**src/hw/swr_regs.vh**
```
/*
 * constants of the single-wire identification and command layer:
 * timing figures in microseconds, cycle conversion, command codes,
 * crc feedback and the linear address map.
 * assumes the includer runs on a 25 MHz core clock.
 */
`ifndef SWR_REGS_VH
`define SWR_REGS_VH

////////////////////////////////////////////////////////////////////////
// clock and bus timing
`define SWR_CLK_MHZ        25
`define SWR_T_RST_STD_US   480
`define SWR_T_RST_OD_US    48
`define SWR_T_SAMP_STD_US  30
`define SWR_T_SAMP_OD_US   3
`define SWR_T_PDH_STD_US   30
`define SWR_T_PDH_OD_US    3
`define SWR_T_PDL_STD_US   120
`define SWR_T_PDL_OD_US    12
`define SWR_US2CYC(t)      ((t) * `SWR_CLK_MHZ)

////////////////////////////////////////////////////////////////////////
// identification code function commands
`define SWR_CMD_READ       8'h33
`define SWR_CMD_MATCH      8'h55
`define SWR_CMD_SEARCH     8'hF0
`define SWR_CMD_CSEARCH    8'hEC
`define SWR_CMD_SKIP       8'hCC
`define SWR_CMD_OD_SKIP    8'h3C
`define SWR_CMD_OD_MATCH   8'h69
`define SWR_CMD_RESUME     8'hA5

////////////////////////////////////////////////////////////////////////
// crc: right shift, feedback mask for x^8 + x^5 + x^4 + 1
`define SWR_CRC_FB         8'h8C
`define SWR_CRC_RST        8'h00
`define SWR_CRC_DATA_BITS  6'd55
`define SWR_CRC_LAST_BIT   6'd63

////////////////////////////////////////////////////////////////////////
// linear address map (14-bit byte addresses)
`define SWR_A_GP_HI        14'h01FF
`define SWR_A_REG_LO       14'h0200
`define SWR_A_REG_HI       14'h023F
`define SWR_A_CAL_HI       14'h027F
`define SWR_A_LOG_LO       14'h1000
`define SWR_A_LOG_HI       14'h2FFF
`define SWR_A_RO1_LO       14'h020C
`define SWR_A_RO1_HI       14'h020F
`define SWR_A_RO2_LO       14'h0214
`define SWR_A_RO2_HI       14'h0215
`define SWR_A_CNT_LO       14'h0219
`define SWR_A_CNT_HI       14'h021F
`define SWR_A_PW_LO        14'h0227
`define SWR_A_PW_HI        14'h0236

`endif

```
**src/hw/swr_rom_layer.v**
```verilog
/*
 * single-wire identification and command layer of a logging device:
 * slot timing, reset and presence, identification code with crc,
 * function command handling, speed switch and memory access checks.
 * assumes the io pin is open drain with an external pull-up and that
 * the memory layer behind it follows the grant and mask outputs.
 */
`timescale 1ns/1ps
`include "swr_regs.vh"

module swr_rom_layer #(
  parameter [7:0]  FAMILY_CODE = 8'h5A,              // arbitrary value
  parameter [47:0] SERIAL_NUM  = 48'h0123_4567_89AB, // arbitrary value
  parameter [15:0] RST_STD_CYC = `SWR_US2CYC(`SWR_T_RST_STD_US)
) (
  // clock and reset
  input  wire        core_clk,
  input  wire        rst_b,
  // single-wire pin
  input  wire        ioIn,
  output wire        ioOut,
  output wire        ioOe_b,
  // device conditions
  input  wire        alarmIn,
  input  wire        missionIn,
  // layer status
  output wire        memSel,
  output wire        odMode,
  output wire        romCrcOk,
  output wire [7:0]  romCrc,
  // memory command and data stream
  output wire [7:0]  memCmd,
  output wire        memCmdValid,
  output wire [7:0]  rxByte,
  output wire        rxValid,
  input  wire [7:0]  txByte,
  input  wire        txLoad,
  output wire        txReady,
  output wire        txDone,
  // access check
  input  wire [13:0] accAddr,
  input  wire        accWrite,
  output wire        accGrant,
  output wire        accMask,
  output wire        accScratch,
  output wire        accMapped
);

  localparam [15:0] RST_OD_CYC  = `SWR_US2CYC(`SWR_T_RST_OD_US);
  localparam [15:0] SAMP_STD    = `SWR_US2CYC(`SWR_T_SAMP_STD_US);
  localparam [15:0] SAMP_OD     = `SWR_US2CYC(`SWR_T_SAMP_OD_US);
  localparam [15:0] PDH_STD     = `SWR_US2CYC(`SWR_T_PDH_STD_US);
  localparam [15:0] PDH_OD      = `SWR_US2CYC(`SWR_T_PDH_OD_US);
  localparam [15:0] PDL_STD     = `SWR_US2CYC(`SWR_T_PDL_STD_US);
  localparam [15:0] PDL_OD      = `SWR_US2CYC(`SWR_T_PDL_OD_US);

  localparam [3:0] B_IDLE  = 4'b0001;
  localparam [3:0] B_LOW   = 4'b0010;
  localparam [3:0] B_PWAIT = 4'b0100;
  localparam [3:0] B_PDRV  = 4'b1000;

  localparam [6:0] T_IDLE  = 7'b000_0001;
  localparam [6:0] T_CMD   = 7'b000_0010;
  localparam [6:0] T_RDROM = 7'b000_0100;
  localparam [6:0] T_MATCH = 7'b000_1000;
  localparam [6:0] T_SRCH  = 7'b001_0000;
  localparam [6:0] T_MEM   = 7'b010_0000;
  localparam [6:0] T_DEAD  = 7'b100_0000;

  reg        ioS1_r, ioS2_r, ioPrev_r;
  reg [3:0]  bst_r;
  reg [15:0] cnt_r;
  reg        drvLow_r, slotDone_r, slotBit_r, rstEv_r, rstStdEv_r;
  reg [6:0]  tst_r;
  reg [5:0]  idx_r;
  reg [1:0]  phase_r;
  reg [7:0]  sh_r;
  reg [2:0]  bc_r;
  reg        od_r, resume_r, firstDone_r;
  reg [7:0]  memCmd_r, rxByte_r, txSh_r;
  reg        memCmdValid_r, rxValid_r, txBusy_r, txDone_r;
  reg [2:0]  txBc_r;
  reg [7:0]  crc_r, crcVal_r;
  reg [5:0]  crcIdx_r;
  reg        romReady_r, crcOk_r;
  reg        accGrant_r, accMask_r, accScratch_r, accMapped_r;

  wire [55:0] idBits  = {SERIAL_NUM, FAMILY_CODE};
  wire [63:0] romCode = {crcVal_r, idBits};
  wire        romBit  = romCode[idx_r];
  wire        fall    = ioPrev_r & ~ioS2_r;
  wire [15:0] sampCyc = od_r ? SAMP_OD : SAMP_STD;
  wire [15:0] rstCyc  = od_r ? RST_OD_CYC : RST_STD_CYC;
  wire [7:0]  rxNxt   = {slotBit_r, sh_r[7:1]};
  wire        inMem   = (tst_r == T_MEM);
  reg         txActive, txBit;

  ////////////////////////////////////////////////////////////////////////
  // pin synchroniser; the second stage and its delayed copy ioPrev_r feed logic, the first stage does not
  always @(posedge core_clk or negedge rst_b) begin
    if (!rst_b) begin
      ioS1_r   <= 1'b1;
      ioS2_r   <= 1'b1;
      ioPrev_r <= 1'b1;
    end else begin
      ioS1_r   <= ioIn;
      ioS2_r   <= ioS1_r;
      ioPrev_r <= ioS2_r;
    end
  end

  ////////////////////////////////////////////////////////////////////////
  // crc engine: 56 id bits, then the 8 latched crc bits as a self check
  always @(posedge core_clk or negedge rst_b) begin
    if (!rst_b) begin
      crc_r      <= `SWR_CRC_RST;
      crcVal_r   <= `SWR_CRC_RST;
      crcIdx_r   <= 6'd0;
      romReady_r <= 1'b0;
      crcOk_r    <= 1'b0;
    end else if (!romReady_r) begin : crcStep
      reg       inBit;
      reg [7:0] nxt;
      inBit = (crcIdx_r <= `SWR_CRC_DATA_BITS) ? idBits[crcIdx_r] : crcVal_r[crcIdx_r[2:0]];
      nxt   = (crc_r >> 1) ^ ((crc_r[0] ^ inBit) ? `SWR_CRC_FB : 8'h00);
      crc_r <= nxt;
      crcIdx_r <= crcIdx_r + 6'd1;
      if (crcIdx_r == `SWR_CRC_DATA_BITS)
        crcVal_r <= nxt;
      if (crcIdx_r == `SWR_CRC_LAST_BIT) begin
        romReady_r <= 1'b1;
        crcOk_r    <= (nxt == 8'h00);
      end
    end
  end

  ////////////////////////////////////////////////////////////////////////
  // what the next slot sends when the device talks
  always @* begin
    txActive = 1'b0;
    txBit    = 1'b1;
    case (tst_r)
      T_RDROM: begin
        txActive = 1'b1;
        txBit    = romBit;
      end
      T_SRCH: begin
        txActive = (phase_r != 2'd2);
        txBit    = (phase_r == 2'd0) ? romBit : ~romBit;
      end
      T_MEM: begin
        txActive = txBusy_r;
        txBit    = txSh_r[0];
      end
      default: begin
        txActive = 1'b0;
        txBit    = 1'b1;
      end
    endcase
  end

  ////////////////////////////////////////////////////////////////////////
  // slot timing, reset detection and presence pulse
  // a reset pulse also yields one junk slot at the sample point; the
  // reset event that follows throws it away
  always @(posedge core_clk or negedge rst_b) begin
    if (!rst_b) begin
      bst_r      <= B_IDLE;
      cnt_r      <= 16'h0000;
      drvLow_r   <= 1'b0;
      slotDone_r <= 1'b0;
      slotBit_r  <= 1'b1;
      rstEv_r    <= 1'b0;
      rstStdEv_r <= 1'b0;
    end else begin
      slotDone_r <= 1'b0;
      rstEv_r    <= 1'b0;
      rstStdEv_r <= 1'b0;
      case (bst_r)
        B_IDLE: begin
          if (fall && romReady_r) begin
            cnt_r    <= 16'h0000;
            drvLow_r <= txActive & ~txBit;
            bst_r    <= B_LOW;
          end
        end
        B_LOW: begin
          if (cnt_r != 16'hFFFF)
            cnt_r <= cnt_r + 16'h0001;
          if (cnt_r == sampCyc - 16'h0001) begin
            drvLow_r   <= 1'b0;
            slotDone_r <= 1'b1;
            slotBit_r  <= ioS2_r;
          end
          if (ioS2_r && cnt_r >= sampCyc) begin
            if (cnt_r >= rstCyc) begin
              rstEv_r    <= 1'b1;
              rstStdEv_r <= (cnt_r >= RST_STD_CYC);
              cnt_r      <= 16'h0000;
              bst_r      <= B_PWAIT;
            end else begin
              bst_r <= B_IDLE;
            end
          end
        end
        B_PWAIT: begin
          cnt_r <= cnt_r + 16'h0001;
          if (cnt_r >= (od_r ? PDH_OD : PDH_STD)) begin
            cnt_r    <= 16'h0000;
            drvLow_r <= 1'b1;
            bst_r    <= B_PDRV;
          end
        end
        B_PDRV: begin
          cnt_r <= cnt_r + 16'h0001;
          if (cnt_r >= (od_r ? PDL_OD : PDL_STD) - 16'h0001) begin
            drvLow_r <= 1'b0;
            bst_r    <= B_IDLE;
          end
        end
        default: begin
          drvLow_r <= 1'b0;
          bst_r    <= B_IDLE;
        end
      endcase
    end
  end

  ////////////////////////////////////////////////////////////////////////
  // transaction layer: code command first, then memory traffic
  always @(posedge core_clk or negedge rst_b) begin
    if (!rst_b) begin
      tst_r <= T_IDLE;
      idx_r <= 6'd0;
      phase_r <= 2'd0;
      sh_r <= 8'h00;
      bc_r <= 3'd0;
      od_r <= 1'b0;
      resume_r <= 1'b0;
      firstDone_r <= 1'b0;
      memCmd_r <= 8'h00;
      rxByte_r <= 8'h00;
      memCmdValid_r <= 1'b0;
      rxValid_r <= 1'b0;
      txSh_r <= 8'h00;
      txBusy_r <= 1'b0;
      txBc_r <= 3'd0;
      txDone_r <= 1'b0;
    end else begin
      memCmdValid_r <= 1'b0;
      rxValid_r     <= 1'b0;
      txDone_r      <= 1'b0;
      if (rstEv_r) begin
        tst_r       <= T_CMD;
        bc_r        <= 3'd0;
        txBusy_r    <= 1'b0;
        firstDone_r <= 1'b0;
        if (rstStdEv_r)
          od_r <= 1'b0;
      end else if (slotDone_r) begin
        case (tst_r)
          T_CMD: begin
            sh_r    <= rxNxt;
            bc_r    <= bc_r + 3'd1;
            idx_r   <= 6'd0;
            phase_r <= 2'd0;
            if (bc_r == 3'd7) begin
              case (rxNxt)
                `SWR_CMD_READ: begin
                  tst_r <= T_RDROM;
                  resume_r <= 1'b0;
                end
                `SWR_CMD_MATCH: tst_r <= T_MATCH;
                `SWR_CMD_OD_MATCH: begin
                  tst_r <= T_MATCH;
                  od_r  <= 1'b1;
                end
                `SWR_CMD_SEARCH: tst_r <= T_SRCH;
                `SWR_CMD_CSEARCH: tst_r <= alarmIn ? T_SRCH : T_DEAD;
                `SWR_CMD_SKIP: begin
                  tst_r <= T_MEM;
                  resume_r <= 1'b0;
                end
                `SWR_CMD_OD_SKIP: begin
                  tst_r <= T_MEM;
                  resume_r <= 1'b0;
                  od_r <= 1'b1;
                end
                `SWR_CMD_RESUME: tst_r <= resume_r ? T_MEM : T_DEAD;
                default: tst_r <= T_DEAD;
              endcase
            end
          end
          T_RDROM: begin
            idx_r <= idx_r + 6'd1;
            if (idx_r == 6'd63)
              tst_r <= T_MEM;
          end
          T_MATCH: begin
            idx_r <= idx_r + 6'd1;
            if (slotBit_r != romBit) begin
              tst_r <= T_DEAD;
              resume_r <= 1'b0;
            end else if (idx_r == 6'd63) begin
              tst_r <= T_MEM;
              resume_r <= 1'b1;
            end
          end
          T_SRCH: begin
            phase_r <= (phase_r == 2'd2) ? 2'd0 : phase_r + 2'd1;
            if (phase_r == 2'd2) begin
              idx_r <= idx_r + 6'd1;
              if (slotBit_r != romBit) begin
                tst_r <= T_DEAD;
                resume_r <= 1'b0;
              end else if (idx_r == 6'd63) begin
                tst_r <= T_MEM;
                resume_r <= 1'b1;
              end
            end
          end
          T_MEM: begin
            if (txBusy_r) begin
              txSh_r <= {1'b1, txSh_r[7:1]};
              txBc_r <= txBc_r + 3'd1;
              if (txBc_r == 3'd7) begin
                txBusy_r <= 1'b0;
                txDone_r <= 1'b1;
              end
            end else begin
              sh_r <= rxNxt;
              bc_r <= bc_r + 3'd1;
              if (bc_r == 3'd7) begin
                firstDone_r <= 1'b1;
                if (!firstDone_r) begin
                  memCmd_r <= rxNxt;
                  memCmdValid_r <= 1'b1;
                end else begin
                  rxByte_r  <= rxNxt;
                  rxValid_r <= 1'b1;
                end
              end
            end
          end
          default: tst_r <= tst_r;
        endcase
      end
      if (!rstEv_r && inMem && !txBusy_r && txLoad && !(slotDone_r && bc_r == 3'd7)) begin
        txSh_r   <= txByte;
        txBusy_r <= 1'b1;
        txBc_r   <= 3'd0;
      end
      if (!romReady_r)
        tst_r <= T_IDLE;
    end
  end

  ////////////////////////////////////////////////////////////////////////
  // access check for the memory layer, one cycle behind the address
  always @(posedge core_clk or negedge rst_b) begin
    if (!rst_b) begin
      accGrant_r   <= 1'b0;
      accMask_r    <= 1'b0;
      accScratch_r <= 1'b0;
      accMapped_r  <= 1'b0;
    end else begin : accChk
      reg inGp, inReg, inCal, inLog, ro, pw, ok;
      inGp  = (accAddr <= `SWR_A_GP_HI);
      inReg = (accAddr >= `SWR_A_REG_LO) && (accAddr <= `SWR_A_REG_HI);
      inCal = (accAddr > `SWR_A_REG_HI) && (accAddr <= `SWR_A_CAL_HI);
      inLog = (accAddr >= `SWR_A_LOG_LO) && (accAddr <= `SWR_A_LOG_HI);
      ro    = inLog
            | ((accAddr >= `SWR_A_RO1_LO) && (accAddr <= `SWR_A_RO1_HI))
            | ((accAddr >= `SWR_A_RO2_LO) && (accAddr <= `SWR_A_RO2_HI))
            | ((accAddr >= `SWR_A_CNT_LO) && (accAddr <= `SWR_A_CNT_HI));
      pw    = (accAddr >= `SWR_A_PW_LO) && (accAddr <= `SWR_A_PW_HI);
      ok    = (inGp | inReg | inCal | inLog) & inMem;
      if (accWrite)
        ok = ok & ~ro & ~(inReg & missionIn);
      accGrant_r   <= ok;
      accMapped_r  <= inGp | inReg | inCal | inLog;
      accMask_r    <= ~accWrite & pw;
      accScratch_r <= accWrite & ok & (inGp | inReg);
    end
  end

  ////////////////////////////////////////////////////////////////////////
  // outputs; the pin only ever pulls low
  assign ioOut       = 1'b0;
  assign ioOe_b      = ~drvLow_r;
  assign memSel      = inMem;
  assign odMode      = od_r;
  assign romCrcOk    = crcOk_r;
  assign romCrc      = crcVal_r;
  assign memCmd      = memCmd_r;
  assign memCmdValid = memCmdValid_r;
  assign rxByte      = rxByte_r;
  assign rxValid     = rxValid_r;
  assign txReady     = inMem & ~txBusy_r;
  assign txDone      = txDone_r;
  assign accGrant    = accGrant_r;
  assign accMask     = accMask_r;
  assign accScratch  = accScratch_r;
  assign accMapped   = accMapped_r;

endmodule

```
**config.mk**
```make
export PLATFORM = sky130hd
export DESIGN_NAME = swr_rom_layer
export DESIGN_NICKNAME = d
export VERILOG_FILES = /design/src/hw/swr_rom_layer.v
export VERILOG_INCLUDE_DIRS = /design/src /design/src/hw
export SDC_FILE = /design/constraint.sdc
export NUM_CORES = 1
export LEC_CHECK = 0
export BUFFER_PORTS_ARGS = -buffer_cell sky130_fd_sc_hd__buf_2
export CAP_MARGIN = 20
export CORE_MARGIN = 5
export CORE_UTILIZATION = 55
export CTS_BUF_LIST = sky130_fd_sc_hd__clkbuf_8 sky130_fd_sc_hd__clkbuf_16
export CTS_CLUSTER_DIAMETER = 120
export DETAILED_ROUTE_END_ITERATION = 10
export MAX_ROUTING_LAYER = met4
export PLACE_DENSITY = 0.74
export SLEW_MARGIN = 10
export SYNTH_ARGS = -nofsm -noshare
export SYNTH_HDL_FRONTEND = slang
export SYNTH_SLANG_ARGS = --single-unit
```
**constraint.sdc**
```tcl
create_clock -name core_clk -period 3.8 [get_ports core_clk]
set_input_delay 0.19 -clock core_clk [delete_from_list [all_inputs] [get_ports core_clk]]
set_output_delay 0.19 -clock core_clk [all_outputs]
set_load 0.01 [all_outputs]
```
==> results of run 1 <==
state kept, by name (all words and copies together) (netlist names), 2 cells and up:
register	cells
bc_r	3
bst_r	4
cnt_r	16
crcIdx_r	6
crc_r	8
idx_r	6
memCmd	8
phase_r	2
romCrc	8
rxByte	8
sh_r	7
tst_r	7
txBc_r	3
txSh_r	8
stage by stage:
step           utilization  instance area (um2)  total power [W]
4_1_cts              0.642                 7610          0.00291
5_1_grt              0.642                 7610          0.00298
2_1_floorplan            -                 6600          0.00126
3_5_place_dp         0.589                 6990          0.00131
6_report             0.642                 7610          0.00289
3_3_place_gp         0.589                 6990          0.00130
cells in the final DEF (no fill, tap or decap), drive strengths merged, types with 8 or more instances in the layout:
| cell type | n |
|---|---|
| and3 | 9 |
| o211ai | 9 |
| nor2b | 8 |
| mux2i | 14 |
| nor3 | 19 |
| xnor2 | 12 |
| inv | 36 |
| ha | 28 |
| clkbuf | 19 |
| mux2 | 31 |
| dfrtp | 109 |
| a21oi | 33 |
| o21ai | 40 |
| buf | 72 |
| nand3 | 25 |
| a31oi | 9 |
| nand2 | 77 |
| and2 | 9 |
| nor2 | 53 |
layout make-up:
class | count | area share
Tap cell | 147 | 0.0242
Inverter | 34 | 0.0168
Clock buffer | 19 | 0.0595
Sequential cell | 115 | 0.379
Clock inverter | 13 | 0.0191
Multi-Input combinational cell | 497 | 0.447
Timing Repair Buffer | 75 | 0.0542
worst paths after layout:
kind	endpoint	slack, ns
min in group asynchronous	memCmdValid	0.44
setup / recovery	cnt_r[0]	0.40
hold reg to reg	ioS2_r	0.37
setup reg to reg	cnt_r[0]	0.40
hold / removal	txSh_r[1]	0.03
max in group asynchronous	tst_r[0]	2.47
worst min-delay path: stages:
cell and delay [ns]:
buf_2 0.08, nor2_1 0.04, a21oi_1 0.10
cells by family after synthesis:
kind of cell | Yosys count | synth area share
mux | 50 | 0.0912
compound gates | 145 | 0.148
simple gates | 255 | 0.199
fa+ha+maj | 28 | 0.0531
buf+inv | 69 | 0.0465
xor+xnor | 18 | 0.0239
other cells | 1 | 0.000568
flops | 115 | 0.437
repair_timing:
item | 4_1_cts | 5_1_grt
hold buffers | 3 | 0
endpoints found under the hold margin | 66 | 0
endpoints found under the setup margin | 0 | 0
routing by layer:
layer | up-vias | global-route usage | part of all wire
li1 | 2591 | - | -
met2 | 196 | 0.360 | 0.49
met4 | 0 | 0.0931 | 0.022
met5 | - | - | 0
met3 | 38 | 0.0598 | 0.058
met1 | 2704 | 0.291 | 0.43
power breakdown:
part           internal (W)  switching, W
Clock               0.00105      0.000556
Sequential          0.00123    0.00000105
Combinational     0.0000183     0.0000364
Total               0.00230      0.000594
==> results.py, run 1 <==
metrics = {
    "run_status": {
        "outcome": "complete, no violations",
    },
    "place": {
        "pre_cts_slack_ns": 0.496,
        "place_hpwl_mm": 10.9,
        "dp_cells": 865,
        "gp_congestion": 0.932,
        "io_buffer_count": 64,
    },
    "critical_path": {
        "crit_chain": "buf_4, ha_1, a2111oi_0, o211ai_1, o21ai_0, or3_1, nand4_1, nand2_1, mux2_2",
        "crit_buf_inv": 1,
        "critPathSlowestCell": "a2111oi_0",
        "timing.rr.start": "odMode",
        "cp.depth": 9,
        "worstPathRequired_ns": 4.16,
        "critPathMaxFanout": 14,
        "cp-startpoint": "odMode",
        "cp.arrival_ns": 3.76,
        "endpoint_kind": "flip-flop",
        "path_delay_family": "compound AO/OA/AOI/OAI gates",
        "r2r_cells": 9,
        "worst_setup_path_start_kind": "flip-flop",
        "slowest_delay_ns": 0.65,
        "crit_type": "flip-flop to flip-flop",
    },
    "cts": {
        "clockBufferDepth": 2,
        "clk_pin_slew_ns": 0.05,
        "cts_max_level": 4,
        "post_cts_buffers": 0,
        "clockRootBuffer": "clkbuf_16",
        "numCtsBuffers": 17,
        "insertion_delay_ns": 0.42,
        "cts_resized": 0,
        "cts.sinks": 115,
        "cts_tree": "built",
    },
    "sta": {
        "tightestPinTransition_ns": 0.882,
        "whs_ns": 0.0309,
        "hold_viol": 0,
        "setup_viol": 0,
        "setup_ws_ns": 0.397,
        "slew_violations": 0,
        "finalCriticalPeriod_ns": 3.40,
        "post-route-period-util": 0.896,
        "fmax_ghz": 0.294,
        "max_slew_margin": 0.404,
        "fin_setup_tns_ns": 0,
        "skew_ns": 0.00560,
        "rsz0062_at_grt": "false",
    },
    "routing": {
        "wl_mm": 15.6,
        "num_vias": 5529,
        "viasPerCell": 6.14,
        "drtPass1Iterations": 7,
        "antenna_left": 0,
        "drt_iter0_drc": 500,
        "routedWlPerCell_um": 17.3,
        "remaining_drc_errors": 0,
    },
    "synth": {
        "ys_top_cells_by_area": "dfrtp_1, ha_1, mux2_2",
        "synth_top_cells_by_count": "dfrtp_1, nand2_1, nor2_1",
        "async_reset_ff_frac": 1.00,
        "synth_top_area_frac": 0.413,
        "synth_edf_count": 0,
        "syn_avg_cell_area_um2": 9.69,
        "synthCells": 681,
        "ys_ff_latch": 115,
        "yosysWarnings": 0,
        "syn-cell-area_um2": 6600,
        "synth_nets": 738,
        "synthDistinctLibCells": 79,
        "ys_seq_area_frac": 0.437,
        "yosys.area.top_type": "dfrtp_1",
        "ys.flop_type": "dfrtp_1",
        "yosysMostFrequentCell": "dfrtp_1",
    },
    "grt": {
        "grt_overflow": 0,
        "grt_pass1_wl_mm": 25.9,
        "grt_max_degree": 69,
        "grt_pass1_vias": 5354,
        "antenna_found_initial": 0,
        "grt_usage": 0.231,
    },
    "min_path": {
        "min-delay-start": "txByte[1]",
        "hold_path.class": "input pin to flip-flop",
        "holdPathStages": 3,
    },
    "final_layout": {
        "nFillCells": 935,
        "multi_input_area_um2": 3410,
        "syn_to_final_growth_pct": 15.4,
        "diodes": 0,
        "drive_above_1_share": 0.207,
        "fin_cells": 900,
        "seqCellArea_um2": 2890,
        "layout.nets": 797,
    },
    "floorplan": {
        "die_y_um": 120,
        "initial_core_util": 0.556,
        "num_rows": 40,
        "dieArea_um2": 14300,
        "die_x_um": 120,
        "core_area_um2": 11900,
        "io_pins": 66,
    },
    "power": {
        "ir_worst_vdd_uv": 270,
        "power.leakage_nw": 3.55,
        "powerDensity_nw_per_um2": 380,
    },
    "run": {
        "cap_viol_max_count": 0,
    },
}
Note: power is estimated with default switching activity, not from simulation.
==> inputs of run 2 (changes only) <==
Settings changed: ABC_AREA set to 1.
==> run 2 against run 1 <==
  * Synthesized cell count increased by 44%
  * Die area grew 9.9%
  * Total power down 0.89%
  * Sequential power about the same
  * Worst hold slack gained 0.0011 ns
  * First-iteration DRC count rose by 21%
  * Register-to-register slack improved by 0.98 ns
  * Non-clock buffer count is 6 lower
  * Clock skew grew 0.0023 ns
  * Sequential cell count unchanged
  * Synthesized area up 11%
  * Global-route usage decreased by 0.086 points
  * Largest cell class unchanged
  * Largest power group unchanged
  * Highest routed layer unchanged
==> results.py, run 2 <==
metrics = {
    "floorplan": {
        "dieArea_um2": 15700,
        "die_y_um": 125,
        "core_area_um2": 13100,
        "die_x_um": 125,
        "initial_core_util": 0.557,
        "io_pins": 66,
        "num_rows": 42,
    },
    "min_path": {
        "hold_path.class": "input pin to flip-flop",
    },
    "routing": {
        "wl_met2_mm": 8.38,
        "wl_mm": 17.1,
        "routed-wl-met3_um": 781,
        "drtPass1Iterations": 5,
        "viasPerCell": 5.33,
        "remaining_drc_errors": 0,
        "drt_iter0_drc": 606,
        "met1_length_mm": 7.68,
        "top_layer": "met4",
        "num_vias": 6593,
        "antenna_left": 0,
        "routedWlPerCell_um": 13.8,
    },
    "cts": {
        "cts_max_level": 4,
        "post_cts_buffers": 0,
        "numCtsBuffers": 17,
        "insertion_delay_ns": 0.42,
        "clockBufferDepth": 2,
        "clockRootBuffer": "clkbuf_16",
        "cts_tree": "built",
        "cts.sinks": 115,
        "clk_pin_slew_ns": 0.06,
    },
    "grt": {
        "grt_usage": 0.230,
        "antenna_found_initial": 0,
        "grt_overflow": 0,
        "grt_max_degree": 42,
        "grt_pass1_vias": 6185,
        "grt_pass1_wl_mm": 29.1,
    },
    "sta": {
        "hold_viol": 0,
        "finalCriticalPeriod_ns": 2.42,
        "slew_violations": 0,
        "post-route-period-util": 0.637,
        "skew_ns": 0.00794,
        "setup_viol": 0,
        "tightestPinTransition_ns": 0.721,
        "rsz0062_at_grt": "false",
        "fmax_ghz": 0.413,
        "max_slew_margin": 0.518,
        "fin_setup_tns_ns": 0,
    },
    "final_layout": {
        "top_register": "cnt_r",
        "nFillCells": 1172,
        "final_common_cell": "nand2_1",
        "layout.nets": 1104,
        "drive_above_1_share": 0.163,
        "seqCellArea_um2": 2890,
        "diodes": 0,
        "multi_input_area_um2": 3770,
        "layout_common_cells": "nand2_1, inv_1, dfrtp_1",
        "fin_cells": 1236,
        "largest_register_ffs": 16,
        "syn_to_final_growth_pct": 14.0,
        "final_area_um2": 8340,
    },
    "power": {
        "power_frac_seq": 0.430,
        "p_clk_frac": 0.550,
        "p_sw_w": 0.000596,
        "ir_worst_vdd_uv": 326,
        "combPwrFrac": 0.020,
        "p_sw_frac": 0.208,
        "powerDensity_nw_per_um2": 344,
        "power.leakage_nw": 4.30,
        "intPower_w": 0.00227,
    },
    "critical_path": {
        "endpoint_kind": "flip-flop",
        "crit_type": "flip-flop to flip-flop",
        "r2r-end": "cnt_r[13]",
        "worstPathRequired_ns": 4.11,
        "critPathMaxFanout": 13,
        "worst_setup_path_start_kind": "flip-flop",
        "r2r_cells": 10,
        "ff2ff_setup_slack_ns": 1.38,
        "crit_end": "cnt_r[13]",
        "timing.rr.start": "odMode",
        "cp.arrival_ns": 2.73,
        "cp-startpoint": "odMode",
    },
    "synth": {
        "ys_ff_latch": 115,
        "syn-cell-area_um2": 7320,
        "ys.flop_type": "dfrtp_1",
        "syn_avg_cell_area_um2": 7.46,
        "async_reset_ff_frac": 1.00,
        "synth_top_cells_by_count": "nand2_1, inv_1, dfrtp_1",
        "synthCells": 981,
        "synthDistinctLibCells": 52,
        "yosys.area.top_type": "dfrtp_1",
        "synth_nets": 1038,
        "ys_seq_area_frac": 0.394,
        "synth_top_area_frac": 0.373,
        "yosysWarnings": 0,
        "ys_top_cells_by_area": "dfrtp_1, nand2_1, nand3_1",
        "synth_edf_count": 0,
        "yosysMostFrequentCell": "nand2_1",
    },
    "place": {
        "dpl_cell_area_um2": 7720,
        "gp_congestion": 0.949,
        "io_buffer_count": 64,
        "dp_cells": 1201,
        "place_hpwl_mm": 12.5,
    },
    "run_status": {
        "outcome": "complete, no violations",
    },
    "run": {
        "cap_viol_max_count": 0,
    },
}
## run 2: cell families (layout without fill, tap and decap cells)
kind of cell | after synthesis | after routing | synth area share
and+or+nand+nor | 530 | 530 | 0.341
buffers and inverters | 157 | 236 | 0.0905
AOI/OAI and AO/OA | 138 | 138 | 0.112
DFF | 115 | 115 | 0.394
adders and majority gates | 28 | 28 | 0.0479
xor gates and xnor gates | 12 | 12 | 0.0144
other | 1 | 1 | 0.000513
## run 2: worst min-delay path by stage
stage | start | to | depth (start not counted)
floorplan | rst_b | accGrant | 0
global placement | rst_b | cnt_r[6] | 1
detailed placement | rst_b | cnt_r[6] | 1
CTS | accAddr[5] | accMask | 3
global route | txByte[1] | txSh_r[1] | 3
finish | txByte[1] | txSh_r[1] | 3
## run 2: area by class of cell
cell class | instances | area share
multi-input cells | 709 | 0.452
flip-flops and latches | 115 | 0.346
well taps | 176 | 0.0264
clock inverters | 11 | 0.0132
repair buffers | 69 | 0.0441
clock buffers | 21 | 0.0576
inverters | 135 | 0.0610
## run 2: power by group through the flow
stage	Sequential, W	Combinational [W]	Clock [W]
2_1_floorplan	0.00125	0.0000118	0
3_3_place_gp	0.00125	0.0000582	0
3_5_place_dp	0.00125	0.0000585	0
4_1_cts	0.00123	0.0000611	0.00160
5_1_grt	0.00123	0.0000698	0.00166
6_report	0.00123	0.0000585	0.00158
## run 2: per-stage QoR
step	utilization	hold slack, ns	worst slack, ns	power [W]
after floorplan	-	-0.106	1.88	0.00126
after global placement	0.588	0.179	1.52	0.00131
after detailed placement	0.588	0.181	1.46	0.00131
after CTS	0.635	0.0185	1.44	0.00289
after global routing	0.635	0.0380	1.20	0.00296
final	0.635	0.0319	1.38	0.00287
## run 2: critical path, stage by stage (launching register included)
cell and delay, ns:
dfrtp_1 0.57, ha_1 0.43, nand2_2 0.10, nor3_4 0.20, nand3_1 0.16, nand3_2 0.13, nand3_2 0.30, nand2_2 0.23
nand2_1 0.07, nand2_1 0.06, nand2_1 0.05
## run 2: what timing repair did
action | in CTS | in global routing
hold buffers | 3 | 0
endpoints found under the setup margin | 0 | 0
hold endpoints to repair | 34 | 0
gates resized for setup | 0 | 0
## run 2: layer usage
| metal | GRT usage | vias up |
|---|---|---|
| met5 | - | - |
| met3 | 0.0490 | 32 |
| met4 | 0.0765 | 0 |
| met1 | 0.301 | 3057 |
| li1 | - | 3350 |
| met2 | 0.360 | 154 |
==> inputs of run 3 (changes only) <==
Settings changed: PLACE_DENSITY 0.74 to 0.77.
Clock period 3.8 ns to 2.2 ns, I/O delays scaled along.
==> run 3 against run 2 <==
  * Worst hold slack got worse by 0.0065 ns
  * Cell area grew 4.6%
  * Sequential cell count unchanged
  * Cell count rose by 3.2%
  * Non-clock buffer count increased by 40
  * Global-route usage grew 1.6 points
  * Critical path type unchanged
  * Die area stayed put
  * Routed wire length increased by 7.3%
  * Largest power group unchanged
  * Combinational power increased by 110%
  * Core utilization increased by 2.9 points
==> results.py, run 3 (synthesis results as in run 2) <==
metrics = {
    "sta": {
        "finalCriticalPeriod_ns": 2.07,
        "whs_ns": 0.0255,
        "hold_viol": 0,
        "setup_viol": 0,
        "slew_violations": 0,
        "post-route-period-util": 0.942,
        "max_slew_margin": 0.624,
        "tightestPinTransition_ns": 0.559,
        "skew_ns": 0.00959,
        "fmax_ghz": 0.483,
    },
    "floorplan": {
        "num_rows": 42,
        "die_y_um": 125,
        "dieArea_um2": 15700,
        "io_pins": 66,
        "initial_core_util": 0.557,
        "die_x_um": 125,
        "core_area_um2": 13100,
    },
    "final_layout": {
        "largest_register_ffs": 16,
        "syn_to_final_growth_pct": 19.3,
        "top_register": "cnt_r",
        "drive_above_1_share": 0.188,
        "diodes": 0,
        "layout.nets": 1144,
        "final_common_cell": "nand2_1",
        "fin_cells": 1276,
        "layout_common_cells": "nand2_1, inv_1, dfrtp_1",
    },
    "routing": {
        "routed-wl-met3_um": 752,
        "top_layer": "met4",
        "met1_length_mm": 8.06,
        "remaining_drc_errors": 0,
        "routedWlPerCell_um": 14.4,
        "wl_met2_mm": 9.11,
        "num_vias": 6931,
        "antenna_left": 0,
        "drtPass1Iterations": 6,
        "wl_mm": 18.4,
        "viasPerCell": 5.43,
        "drt_iter0_drc": 632,
    },
    "critical_path": {
        "ff2ff_setup_slack_ns": 0.13,
        "worstPathRequired_ns": 2.51,
        "cp.arrival_ns": 2.38,
        "path_delay_family": "simple AND/OR/NAND/NOR gates",
        "crit_buf_inv": 2,
        "r2r-end": "cnt_r[8]",
        "crit_top_cell": "nand3_1",
        "crit_type": "flip-flop to flip-flop",
        "slowest_delay_ns": 0.43,
        "r2r_cells": 10,
        "cp-startpoint": "odMode",
        "endpoint_kind": "flip-flop",
        "crit_chain": "buf_2, ha_1, nand3_1, nor3_1, nand2_1, nand3_2, nand3_4, buf_4, nand3_1, nand3_1",
        "timing.rr.start": "odMode",
        "critPathSlowestCell": "dfrtp_2",
        "worst_setup_path_start_kind": "flip-flop",
        "critPathMaxFanout": 8,
    },
    "power": {
        "ir_worst_vdd_uv": 456,
        "power.leakage_nw": 4.49,
        "powerDensity_nw_per_um2": 583,
    },
    "run": {
        "cap_viol_max_count": 0,
    },
    "grt": {
        "grt_usage": 0.246,
        "grt_pass1_wl_mm": 31.2,
        "grt_max_degree": 55,
        "grt_pass1_vias": 6647,
        "antenna_found_initial": 0,
        "grt_overflow": 0,
    },
    "min_path": {
        "holdPathEnd": "accMapped",
        "min-delay-start": "accAddr[12]",
        "holdPathStages": 3,
        "hold_path.class": "input pin to flip-flop",
    },
    "place": {
        "place_hpwl_mm": 13.0,
        "dp_cells": 1225,
        "gp_congestion": 0.973,
        "io_buffer_count": 64,
    },
    "cts": {
        "insertion_delay_ns": 0.42,
        "numCtsBuffers": 17,
        "clk_pin_slew_ns": 0.06,
        "cts_tree": "built",
        "clockRootBuffer": "clkbuf_16",
        "cts_max_level": 4,
        "cts.sinks": 115,
        "clockBufferDepth": 2,
    },
    "run_status": {
        "outcome": "complete, no violations",
    },
}
## run 3: cell count changes in the layout (fill, tap and decap cells not counted), sizes merged
cell / delta
bufinv: +1
clkinvlp: +2
dlygate4sd3: +12
clkbuf: -2
clkinv: -1
buf: +28
## run 3: worst reg2reg max path: cells and delay by family, from the launching register on
family	cells	cell delay, ns
flip-flops	1	0.43
buffers and inverters	2	0.37
AND/OR/NAND/NOR	7	0.87
adder cells (fa/ha/maj)	1	0.31
## run 3: worst max path at each step
stage,to,slack [ns],cells past startpoint
after floorplan,cnt_r[5],0.28,9
after global placement,cnt_r[4],0.14,9
after detailed placement,cnt_r[8],0.06,9
after CTS,cnt_r[8],0.05,9
after global routing,cnt_r[8],-0.11,10
final,cnt_r[8],0.13,10
## run 3: what timing repair did
item	in CTS	in global routing
resized for setup	0	6
buffers inserted	0	4
hold buffers	15	0
setup endpoints to repair	0	24
hold endpoints to repair	61	0
## run 3: routing by layer
| metal | global-route usage | vias up |
|---|---|---|
| li1 | - | 3429 |
| met3 | 0.0392 | 50 |
| met2 | 0.402 | 215 |
| met4 | 0.0842 | 0 |
| met5 | - | - |
| met1 | 0.314 | 3237 |
## run 3: through the flow
step           cell area [um2]  setup WS [ns]  utilization  total power [W]  TNS, ns
2_1_floorplan             7320          0.280            -          0.00218        0
3_3_place_gp              7920          0.137        0.602          0.00227        0
3_5_place_dp              7920         0.0572        0.602          0.00227        0
5_1_grt                   8730         -0.112        0.664          0.00525   -0.911
6_report                  8730          0.128        0.664          0.00509        0
4_1_cts                   8680         0.0532        0.660          0.00512        0
## run 3: cell type report
class,count,area (um2)
fill,1136,4410
clock inverter,13,159
inverter,135,509
tap,176,220
clock buffer,19,453
sequential,115,2890
timing repair buffer,109,708
multi-input combinational,709,3790
## run 3: where the power goes
group	internal, W	switching (W)	total [W]
combinational	0.0000492	0.0000731	0.000122
sequential	0.00212	0.00000319	0.00213
clock	0.00183	0.00101	0.00284
